### src/hw/sig_pkg.sv
package sig_pkg;
	// ----------------------------------------
	// clock source selections
	// ----------------------------------------
	localparam logic [1:0] SEL_OTHER = 2'h0;
	localparam logic [1:0] SEL_SUBCLK = 2'h1;
	localparam logic [1:0] SEL_RING = 2'h2;
	localparam logic [1:0] SEL_EXTCLK = 2'h3;
	localparam int NUM_CSI = 2;
	localparam int NUM_UART = 3;
	localparam int NUM_TM8 = 2;
	localparam int PORT_W = 8;
	localparam logic [PORT_W-1:0] PORT_RST = 8'h00;
	typedef enum logic [1:0] {
		DAC_IDLE,
		DAC_CONV,
		DAC_HOLD
	} sig_dac_type;
endpackage

### src/hw/sig_sync_if.sv
`timescale 1ns/1ps
interface sig_sync_if #(parameter int W = 1);
	logic [W-1:0] raw;
	logic [W-1:0] synced;
	modport src(output raw, input synced);
	modport dst(input raw, output synced);
endinterface

### src/hw/sig_sync.sv
`timescale 1ns/1ps
module sig_sync
	import sig_pkg::*;
#(
	parameter int W = 1
) (
	input wire logic clk,
	input wire logic reset_n,
	sig_sync_if.dst s
);
	logic [W-1:0] meta_r;
	logic [W-1:0] meta_nxt;
	logic [W-1:0] out_r;
	logic [W-1:0] out_nxt;
	always_comb begin
		meta_nxt = s.raw;
		out_nxt = meta_r;
		if (!reset_n) begin
			meta_nxt = '0;
			out_nxt = '0;
		end
	end
	always_ff @(posedge clk) begin
		meta_r <= meta_nxt;
		out_r <= out_nxt;
	end
	assign s.synced = out_r;
endmodule

### src/hw/sig_sub_idle_gating.sv
`timescale 1ns/1ps
// Behaviour
// - sub-idle: watch timer counts only with subclock as count clock
// - sub-idle: second watchdog counts only with ring oscillator clock selected
// - clocked serial: stop if main osc runs; run on external clock if stopped
// - async ch0 runs only on external baud clock; other async channels stop
// - dac channel 0 stops in sub-idle and holds its last output
// - conversion in progress at entry completes, then its result is held
// - real-time output runs only if its trigger is an 8-bit timer that keeps running
// - port levels and directions held as at sub-idle entry
// - internal storage keeps its values throughout sub-idle
module sig_sub_idle_gating
	import sig_pkg::*;
#(
	parameter int PW = PORT_W
) (
	input wire logic clk,
	input wire logic reset_n,
	input wire logic subIdle,
	input wire logic mainOscRunning,
	input wire logic [1:0] watchClkSel,
	input wire logic [1:0] wdt2ClkSel,
	input wire logic [1:0] clockedSerialClkSel0,
	input wire logic [1:0] clockedSerialClkSel1,
	input wire logic [1:0] asyncSerialClkSel0,
	input wire logic [1:0] timer8ClkSel0,
	input wire logic [1:0] timer8ClkSel1,
	input wire logic rtoTrigIsTimer8,
	input wire logic rtoTrigSel,
	input wire logic dacConvBusy,
	input wire logic [PW-1:0] portLevel,
	input wire logic [PW-1:0] portDir,
	output logic watchEn_r,
	output logic wdt2En_r,
	output logic [NUM_CSI-1:0] clockedSerialEn_r,
	output logic [NUM_UART-1:0] asyncSerialEn_r,
	output logic [NUM_TM8-1:0] timer8En_r,
	output logic dac0En_r,
	output logic dac0Hold_r,
	output logic rtoEn_r,
	output logic [PW-1:0] portLevelOut_r,
	output logic [PW-1:0] portDirOut_r,
	output logic storageHold_r
);
	// ----------------------------------------
	// input synchroniser
	// ----------------------------------------
	sig_sync_if #(.W(2)) syn();
	logic idleS;
	logic oscS;
	assign syn.raw = {subIdle, mainOscRunning};
	assign idleS = syn.synced[1];
	assign oscS = syn.synced[0];
	sig_sync #(.W(2)) u_sync (
		.clk(clk),
		.reset_n(reset_n),
		.s(syn)
	);

	// ----------------------------------------
	// helpers
	// ----------------------------------------
	function automatic logic runIf(input logic idle, input logic [1:0] sel,
		input logic [1:0] want);
		runIf = !idle || (sel == want);
	endfunction

	// ----------------------------------------
	// enables
	// ----------------------------------------
	logic watchEn_nxt;
	logic wdt2En_nxt;
	logic [NUM_CSI-1:0] clockedSerialEn_nxt;
	logic [NUM_UART-1:0] asyncSerialEn_nxt;
	logic [NUM_TM8-1:0] timer8En_nxt;
	logic rtoEn_nxt;
	logic storageHold_nxt;
	logic [PW-1:0] portLevelOut_nxt;
	logic [PW-1:0] portDirOut_nxt;
	always_comb begin
		watchEn_nxt = runIf(idleS, watchClkSel, SEL_SUBCLK);
		wdt2En_nxt = runIf(idleS, wdt2ClkSel, SEL_RING);
		clockedSerialEn_nxt[0] = !idleS
			|| (!oscS && clockedSerialClkSel0 == SEL_EXTCLK);
		clockedSerialEn_nxt[1] = !idleS
			|| (!oscS && clockedSerialClkSel1 == SEL_EXTCLK);
		asyncSerialEn_nxt = {NUM_UART{!idleS}};
		asyncSerialEn_nxt[0] = runIf(idleS, asyncSerialClkSel0, SEL_EXTCLK);
		timer8En_nxt[0] = runIf(idleS, timer8ClkSel0, SEL_EXTCLK);
		timer8En_nxt[1] = runIf(idleS, timer8ClkSel1, SEL_EXTCLK);
		rtoEn_nxt = !idleS || (rtoTrigIsTimer8 && timer8En_nxt[rtoTrigSel]);
		storageHold_nxt = idleS;
		portLevelOut_nxt = idleS ? portLevelOut_r : portLevel;
		portDirOut_nxt = idleS ? portDirOut_r : portDir;
		if (!reset_n) begin
			watchEn_nxt = 1'h1;
			wdt2En_nxt = 1'h1;
			clockedSerialEn_nxt = '1;
			asyncSerialEn_nxt = '1;
			timer8En_nxt = '1;
			rtoEn_nxt = 1'h1;
			storageHold_nxt = 1'h0;
			portLevelOut_nxt = PW'(PORT_RST);
			portDirOut_nxt = PW'(PORT_RST);
		end
	end
	always_ff @(posedge clk) begin
		watchEn_r <= watchEn_nxt;
		wdt2En_r <= wdt2En_nxt;
		clockedSerialEn_r <= clockedSerialEn_nxt;
		asyncSerialEn_r <= asyncSerialEn_nxt;
		timer8En_r <= timer8En_nxt;
		rtoEn_r <= rtoEn_nxt;
		storageHold_r <= storageHold_nxt;
		portLevelOut_r <= portLevelOut_nxt;
		portDirOut_r <= portDirOut_nxt;
	end

	// ----------------------------------------
	// dac channel 0
	// ----------------------------------------
	sig_dac_type dacState_r;
	sig_dac_type dacState_nxt;
	logic dac0En_nxt;
	logic dac0Hold_nxt;
	always_comb begin
		dacState_nxt = dacState_r;
		case (dacState_r)
			DAC_IDLE: begin
				if (idleS) begin
					dacState_nxt = dacConvBusy ? DAC_CONV : DAC_HOLD;
				end
			end
			DAC_CONV: begin
				if (!idleS) begin
					dacState_nxt = DAC_IDLE;
				end else if (!dacConvBusy) begin
					dacState_nxt = DAC_HOLD;
				end
			end
			DAC_HOLD: begin
				if (!idleS) begin
					dacState_nxt = DAC_IDLE;
				end
			end
			default: dacState_nxt = DAC_IDLE;
		endcase
		dac0En_nxt = (dacState_nxt != DAC_HOLD);
		dac0Hold_nxt = (dacState_nxt == DAC_HOLD);
		if (!reset_n) begin
			dacState_nxt = DAC_IDLE;
			dac0En_nxt = 1'h1;
			dac0Hold_nxt = 1'h0;
		end
	end
	always_ff @(posedge clk) begin
		dacState_r <= dacState_nxt;
		dac0En_r <= dac0En_nxt;
		dac0Hold_r <= dac0Hold_nxt;
	end

	// ----------------------------------------
	// checks
	// ----------------------------------------
	watch_gate_a: assert property (@(posedge clk) disable iff (!reset_n)
		(idleS && watchClkSel != SEL_SUBCLK) |=> !watchEn_r)
		else $error("watch timer runs with wrong clock in sub-idle");
	wdt2_gate_a: assert property (@(posedge clk) disable iff (!reset_n)
		(idleS && wdt2ClkSel != SEL_RING) |=> !wdt2En_r)
		else $error("second watchdog runs with wrong clock in sub-idle");
	csi_osc_a: assert property (@(posedge clk) disable iff (!reset_n)
		(idleS && oscS) |=> clockedSerialEn_r == '0)
		else $error("clocked serial runs while main osc runs in sub-idle");
	csi_ext_a: assert property (@(posedge clk) disable iff (!reset_n)
		(idleS && !oscS && clockedSerialClkSel0 == SEL_EXTCLK) |=> clockedSerialEn_r[0])
		else $error("clocked serial 0 stopped with external clock");
	uart_gate_a: assert property (@(posedge clk) disable iff (!reset_n)
		idleS |=> asyncSerialEn_r[2:1] == 2'h0
		&& asyncSerialEn_r[0] == ($past(asyncSerialClkSel0) == SEL_EXTCLK))
		else $error("async serial gating wrong in sub-idle");
	dac_hold_a: assert property (@(posedge clk) disable iff (!reset_n)
		(idleS && !dacConvBusy && dacState_r == DAC_IDLE) |=> dac0Hold_r && !dac0En_r)
		else $error("dac not held in sub-idle");
	dac_finish_a: assert property (@(posedge clk) disable iff (!reset_n)
		(idleS && dacConvBusy && dacState_r == DAC_IDLE) |=> dac0En_r ##0 !dac0Hold_r)
		else $error("dac conversion cut short");
	rto_gate_a: assert property (@(posedge clk) disable iff (!reset_n)
		(idleS && !rtoTrigIsTimer8) |=> !rtoEn_r)
		else $error("real-time output runs without timer trigger");
	port_hold_a: assert property (@(posedge clk) disable iff (!reset_n)
		(idleS && $past(idleS)) |-> $stable(portLevelOut_r) && $stable(portDirOut_r))
		else $error("port state changed in sub-idle");
	storage_hold_a: assert property (@(posedge clk) disable iff (!reset_n)
		idleS |=> storageHold_r)
		else $error("storage hold missing in sub-idle");
	watch_run_a: assert property (@(posedge clk) disable iff (!reset_n)
		(idleS && watchClkSel == SEL_SUBCLK) |=> watchEn_r)
		else $error("watch timer stopped with subclock in sub-idle");
	wdt2_run_a: assert property (@(posedge clk) disable iff (!reset_n)
		(idleS && wdt2ClkSel == SEL_RING) |=> wdt2En_r)
		else $error("second watchdog stopped with ring clock in sub-idle");
	csi_ext1_a: assert property (@(posedge clk) disable iff (!reset_n)
		(idleS && !oscS && clockedSerialClkSel1 == SEL_EXTCLK) |=> clockedSerialEn_r[1])
		else $error("clocked serial 1 stopped with external clock");
	csi_stop_a: assert property (@(posedge clk) disable iff (!reset_n)
		(idleS && clockedSerialClkSel1 != SEL_EXTCLK) |=> !clockedSerialEn_r[1])
		else $error("clocked serial 1 runs without external clock");
	dac_held_a: assert property (@(posedge clk) disable iff (!reset_n)
		(idleS && dac0Hold_r) |=> dac0Hold_r && !dac0En_r)
		else $error("dac hold lost in sub-idle");
	rto_run_a: assert property (@(posedge clk) disable iff (!reset_n)
		(idleS && rtoTrigIsTimer8 && !rtoTrigSel && timer8ClkSel0 == SEL_EXTCLK) |=> rtoEn_r)
		else $error("real-time output stopped with running timer 0 trigger");
	rto_stop_a: assert property (@(posedge clk) disable iff (!reset_n)
		(idleS && rtoTrigSel && timer8ClkSel1 != SEL_EXTCLK) |=> !rtoEn_r)
		else $error("real-time output runs with stopped timer 1 trigger");
	port_track_a: assert property (@(posedge clk) disable iff (!reset_n)
		!idleS |=> portLevelOut_r == $past(portLevel) && portDirOut_r == $past(portDir))
		else $error("port state not tracked outside sub-idle");
	storage_free_a: assert property (@(posedge clk) disable iff (!reset_n)
		!idleS |=> !storageHold_r)
		else $error("storage held outside sub-idle");
endmodule

### config.mk
export PLATFORM = sky130hd
export DESIGN_NAME = sig_sub_idle_gating
export DESIGN_NICKNAME = d
export VERILOG_FILES = /design/src/hw/sig_pkg.sv /design/src/hw/sig_sync_if.sv /design/src/hw/sig_sync.sv /design/src/hw/sig_sub_idle_gating.sv
export SDC_FILE = /design/constraint.sdc
export NUM_CORES = 1
export LEC_CHECK = 0
export ABC_AREA = 1
export BUFFER_PORTS_ARGS = -buffer_cell sky130_fd_sc_hd__buf_2
export CORE_MARGIN = 2
export CORE_UTILIZATION = 44
export DETAILED_ROUTE_END_ITERATION = 10
export GPL_TIMING_DRIVEN = 0
export PLACE_DENSITY_LB_ADDON = 0.3
export SLEW_MARGIN = 25
export SYNTH_ARGS = -nofsm -noshare
export SYNTH_HDL_FRONTEND = slang
export SYNTH_SLANG_ARGS = --single-unit
### constraint.sdc
create_clock -name clk -period 1.8 [get_ports clk]
set_clock_uncertainty 0.15 [all_clocks]
set_input_delay 0.27 -clock clk [delete_from_list [all_inputs] [get_ports clk]]
set_output_delay 0.27 -clock clk [all_outputs]
set_load 0.1 [all_outputs]
Word level (Yosys, flattened, before mapping)
Cells that the tools add are included.
{"block": "classes", "order_cmp": 1, "eq_ne": 11, "muxes": 8, "n_reduce_logical": 14}
{"op": "$eq A2 B2 Y1 const B", "count": 8}
{"op": "$mux W2", "count": 5}
{"op": "$logic_or A1 B1 Y1", "count": 8}
{"op": "$pmux W2 S3", "count": 1}
{"op": "$eq A2 B1 Y1 const B", "count": 2}
{"op": "$logic_and A1 B1 Y1", "count": 3}
{"op": "$logic_not A1 Y1", "count": 2}
{"op": "$logic_not A2 Y1", "count": 1}
{"op": "$lt A1 B2 Y1 const B", "count": 1}
{"op": "$mux W1", "count": 2}
{"op": "$ne A2 B2 Y1 const B", "count": 1}
{"block": "word_totals", "register_bits": 34, "in_bits": 37, "out_inout_bits": 29}

Depth between registers and ports, before layout
{"block": "depth", "ltp_word": 6, "depth_mapped": 5, "depth_no_buf": 5}

Hierarchy
Synthesis repeated with hierarchy kept, for this count alone.
{"block": "unflattened", "hier_cells": 127, "hier_area_um2": 1103.6}
{"mod": "sig_sub_idle_gating", "n_inst": 1, "cells_per_inst": 115, "area_per_inst_um2": 993.5, "seq_area_each_um2": 600.6}
{"mod": "sig_sync", "n_inst": 1, "cells_per_inst": 12, "area_per_inst_um2": 110.1, "seq_area_each_um2": 80.1}

Worst setup path before layout
Ideal clock, no wire load.
{"block": "synth_path", "kind": "reg-to-output", "start": "reg asyncSerialEn_r[1] (netlist name)", "end": "out asyncSerialEn_r[2]", "t_arrival_ns": 1.356, "setup_slack_ns": 0.024, "stages_incl_launch_ff": 2, "n_path_buf": 1, "path_cell_list": "dfxtp_1 -> buf_4"}
{"element": "end, declared", "line_no": "sig_sub_idle_gating.sv:36", "text": "output logic [NUM_UART-1:0] asyncSerialEn_r,"}
No word-level cell between the ends.

Final worst setup path
{"block": "layout_path", "start": "reg asyncSerialEn_r[1] (netlist name)", "end": "out asyncSerialEn_r[2]"}
No word-level cell between the ends.

==> flow_metrics.env <==
export IMPL_syn_nets=164
export IMPL_synth_commonest_cells="nand2_1, dfxtp_1, nand3_1, inv_1"
export IMPL_setup_tns_final_ns=0
export IMPL_cp_arrival_ns=1.18
export IMPL_io_pins=66
export IMPL_setup_slack_ns=0.2031
export IMPL_port_buffers=65
export IMPL_vias=1118
export IMPL_max_freq_ghz=0.6262
export IMPL_p_switching_uw=535.9
export IMPL_cts_tree="built"
export IMPL_path_max_fanout=2
export IMPL_fin_nets=257
export IMPL_tightestPinTransition_ns=0.4955
export IMPL_clkTransAtPathRegs_ns=0.11
export IMPL_fin_util=0.7791
export IMPL_grt_max_degree=12
export IMPL_mappedNetlistArea_um2=1075
export IMPL_sw_frac_of_total=0.2834
export IMPL_power_density_nw_per_um2=1076
export IMPL_ys_types=10
export IMPL_period_share=0.8872
export IMPL_start_util=0.4767
export IMPL_dieArea_um2=2854
export IMPL_synth_area_top_cells="dfxtp_1, nand2_1, nand3_1"
export IMPL_p_leak_uw=0.0009618
export IMPL_cap_violations=0
export IMPL_grt_antenna_before_repair=0
export IMPL_place_hpwl_um=1731
export IMPL_seq_power_share=0.423
export IMPL_vdd_ir_drop_max_uv=983.2
export IMPL_cts_resized=0
export IMPL_htreeDepth=2
export IMPL_synth_edf_count=0
export IMPL_synth_area_per_cell_um2=8.463
export IMPL_pwr_share_comb=0.200
export IMPL_hold_ws_ns=0.01824
export IMPL_finalHoldViolCount=0
export IMPL_grt_overflow=0
export IMPL_ant_nets=0
export IMPL_setup_viol=0
export IMPL_cts_root_buf="clkbuf_4"
export IMPL_clkPwrFrac=0.377
export IMPL_yosys_area_top_type_share=0.6333
export IMPL_clock_path_buffers=2
export IMPL_antenna_cells=0
export IMPL_intPower_uw=1355
export IMPL_slew_headroom=0.6720
export IMPL_yosysWarningCount=0
export IMPL_ys_flop_type="dfxtp_1"
export IMPL_gp_congestion=0.6259
export IMPL_grt_pass1_wl_um=3739
export IMPL_cts_buffers=5
export IMPL_synth_async_reset_ratio=0
export IMPL_die_h_um=53.43
export IMPL_clk_latency_ns=0.33
export IMPL_endpoint_kind="output port"
export IMPL_stdcell_count=249
export IMPL_post_cts_buffers=0
export IMPL_coreArea_um2=2255
export IMPL_placed_cells=220
export IMPL_drc=0
export IMPL_track_usage=0.1923
export IMPL_reg2reg_slack_ns=0.66
export IMPL_rsz0062_at_grt="false"
export IMPL_period_needed_ns=1.597
export IMPL_holdCritPathClass="input port to register"
export IMPL_dp_slack_ns=0.5641
export IMPL_worst_ep_required_time_ns=1.38
export IMPL_ys_ff_latch=34
export IMPL_clock_sinks=34
export IMPL_yosysMostFrequentCell="nand2_1"
export IMPL_start_kind="register"
export IMPL_drt_iter0_drc=23
export IMPL_viasPerCell=4.490
export IMPL_syn_to_final_growth_pct=63.45
export IMPL_cts_hold_buf=12
export IMPL_drt_wirelength_per_cell_um=10.90
export IMPL_syn_inst=127
export IMPL_drive_gt1_frac=0.3665
export IMPL_report_final_slew_viol_count=0
export IMPL_outcome="completed"
export IMPL_yosysSeqAreaShare=0.6333
export IMPL_firstDrtPassIters=4
export IMPL_grt_pass1_vias=919
export IMPL_critical_path_class="register to output port"
export IMPL_drt_wl_total_um=2715
export IMPL_die_w_um=53.43
export IMPL_synth_top_cell_by_area="dfxtp_1"
export IMPL_fp_row_count=17
[layer usage]
layer,global-route usage,vias up,part of all wire
li1,-,577,-
met1,0.1899,491,0.38
met2,0.3251,46,0.53
met3,0.09605,4,0.069
met4,0.1026,0,0.014
met5,0,-,0
[logic make-up (layout without fill, tap and decap cells)]
kind of cell / after synthesis / after routing / synth area share
buf+inv: 20 / 114 / 0.08381
compound gates: 2 / 2 / 0.009314
flops: 34 / 34 / 0.6333
simple gates: 71 / 71 / 0.2736
[final cells by class]
type,instances,area [µm²]
flip-flops and latches,34,680.7
repair buffers,86,535.5
fillers,175,498.0
multi-input cells,73,304.0
clock inverters,2,60.06
inverters,14,52.55
clock buffers,6,51.30
plain buffers,6,37.54
well taps,28,35.03
[worst max-delay path, stage by stage, from the launching register on]
cell     delay (ns)
dfxtp_1        0.34
buf_4          0.10
buf_2          0.41
[flip-flops by register name, summed over array words and instances, names as in the netlist]
signal	count
wdt2En_r	1
dac0En_r	1
u_sync.meta_r	2
dac0Hold_r	1
storageHold_r	1
asyncSerialEn_r	2
dacState_r	2
rtoEn_r	1
portDirOut_r	8
timer8En_r	2
clockedSerialEn_r	2
portLevelOut_r	8
u_sync.s.synced	2
watchEn_r	1
[placed cells by master (no fill, tap or decap)]
master / synthesis / routed
inv_2: 1 / 1
nand2_2: 1 / 1
nand2_1: 48 / 48
nor2_1: 2 / 2
clkbuf_4: 0 / 5
o21ai_0: 2 / 2
dlygate4sd3_1: 0 / 21
dfxtp_1: 34 / 34
nand3_1: 20 / 20
clkbuf_8: 0 / 1
inv_1: 13 / 13
buf_4: 3 / 3
bufinv_16: 0 / 2
buf_2: 3 / 68
[final timing paths]
| kind | startpoint | cells after the start | end |
|---|---|---|---|
| max | asyncSerialEn_r[1] | 2 | asyncSerialEn_r[2] |
| max reg2reg | u_sync.s.synced[1] | 4 | portLevelOut_r[5] |
| min reg2reg | u_sync.meta_r[0] | 2 | u_sync.s.synced[0] |
| min | portDir[6] | 3 | portDirOut_r[6] |
[power by group through the flow]
stage / registers, µW / clock network [µW] / logic (µW)
2_1_floorplan: 1030 / 0 / 51.5
3_3_place_gp: 815 / 0 / 336
3_5_place_dp: 816 / 0 / 340
4_1_cts: 800 / 727 / 361
5_1_grt: 804 / 766 / 395
6_report: 800 / 714 / 377
[through the flow]
step / power (µW) / instance area (µm²)
floorplan: 1079 / 1075
global placement: 1151 / 1435
detailed placement: 1157 / 1435
CTS: 1887 / 1667
global route: 1966 / 1757
finish: 1891 / 1757
(Power assumes the default switching activity.)
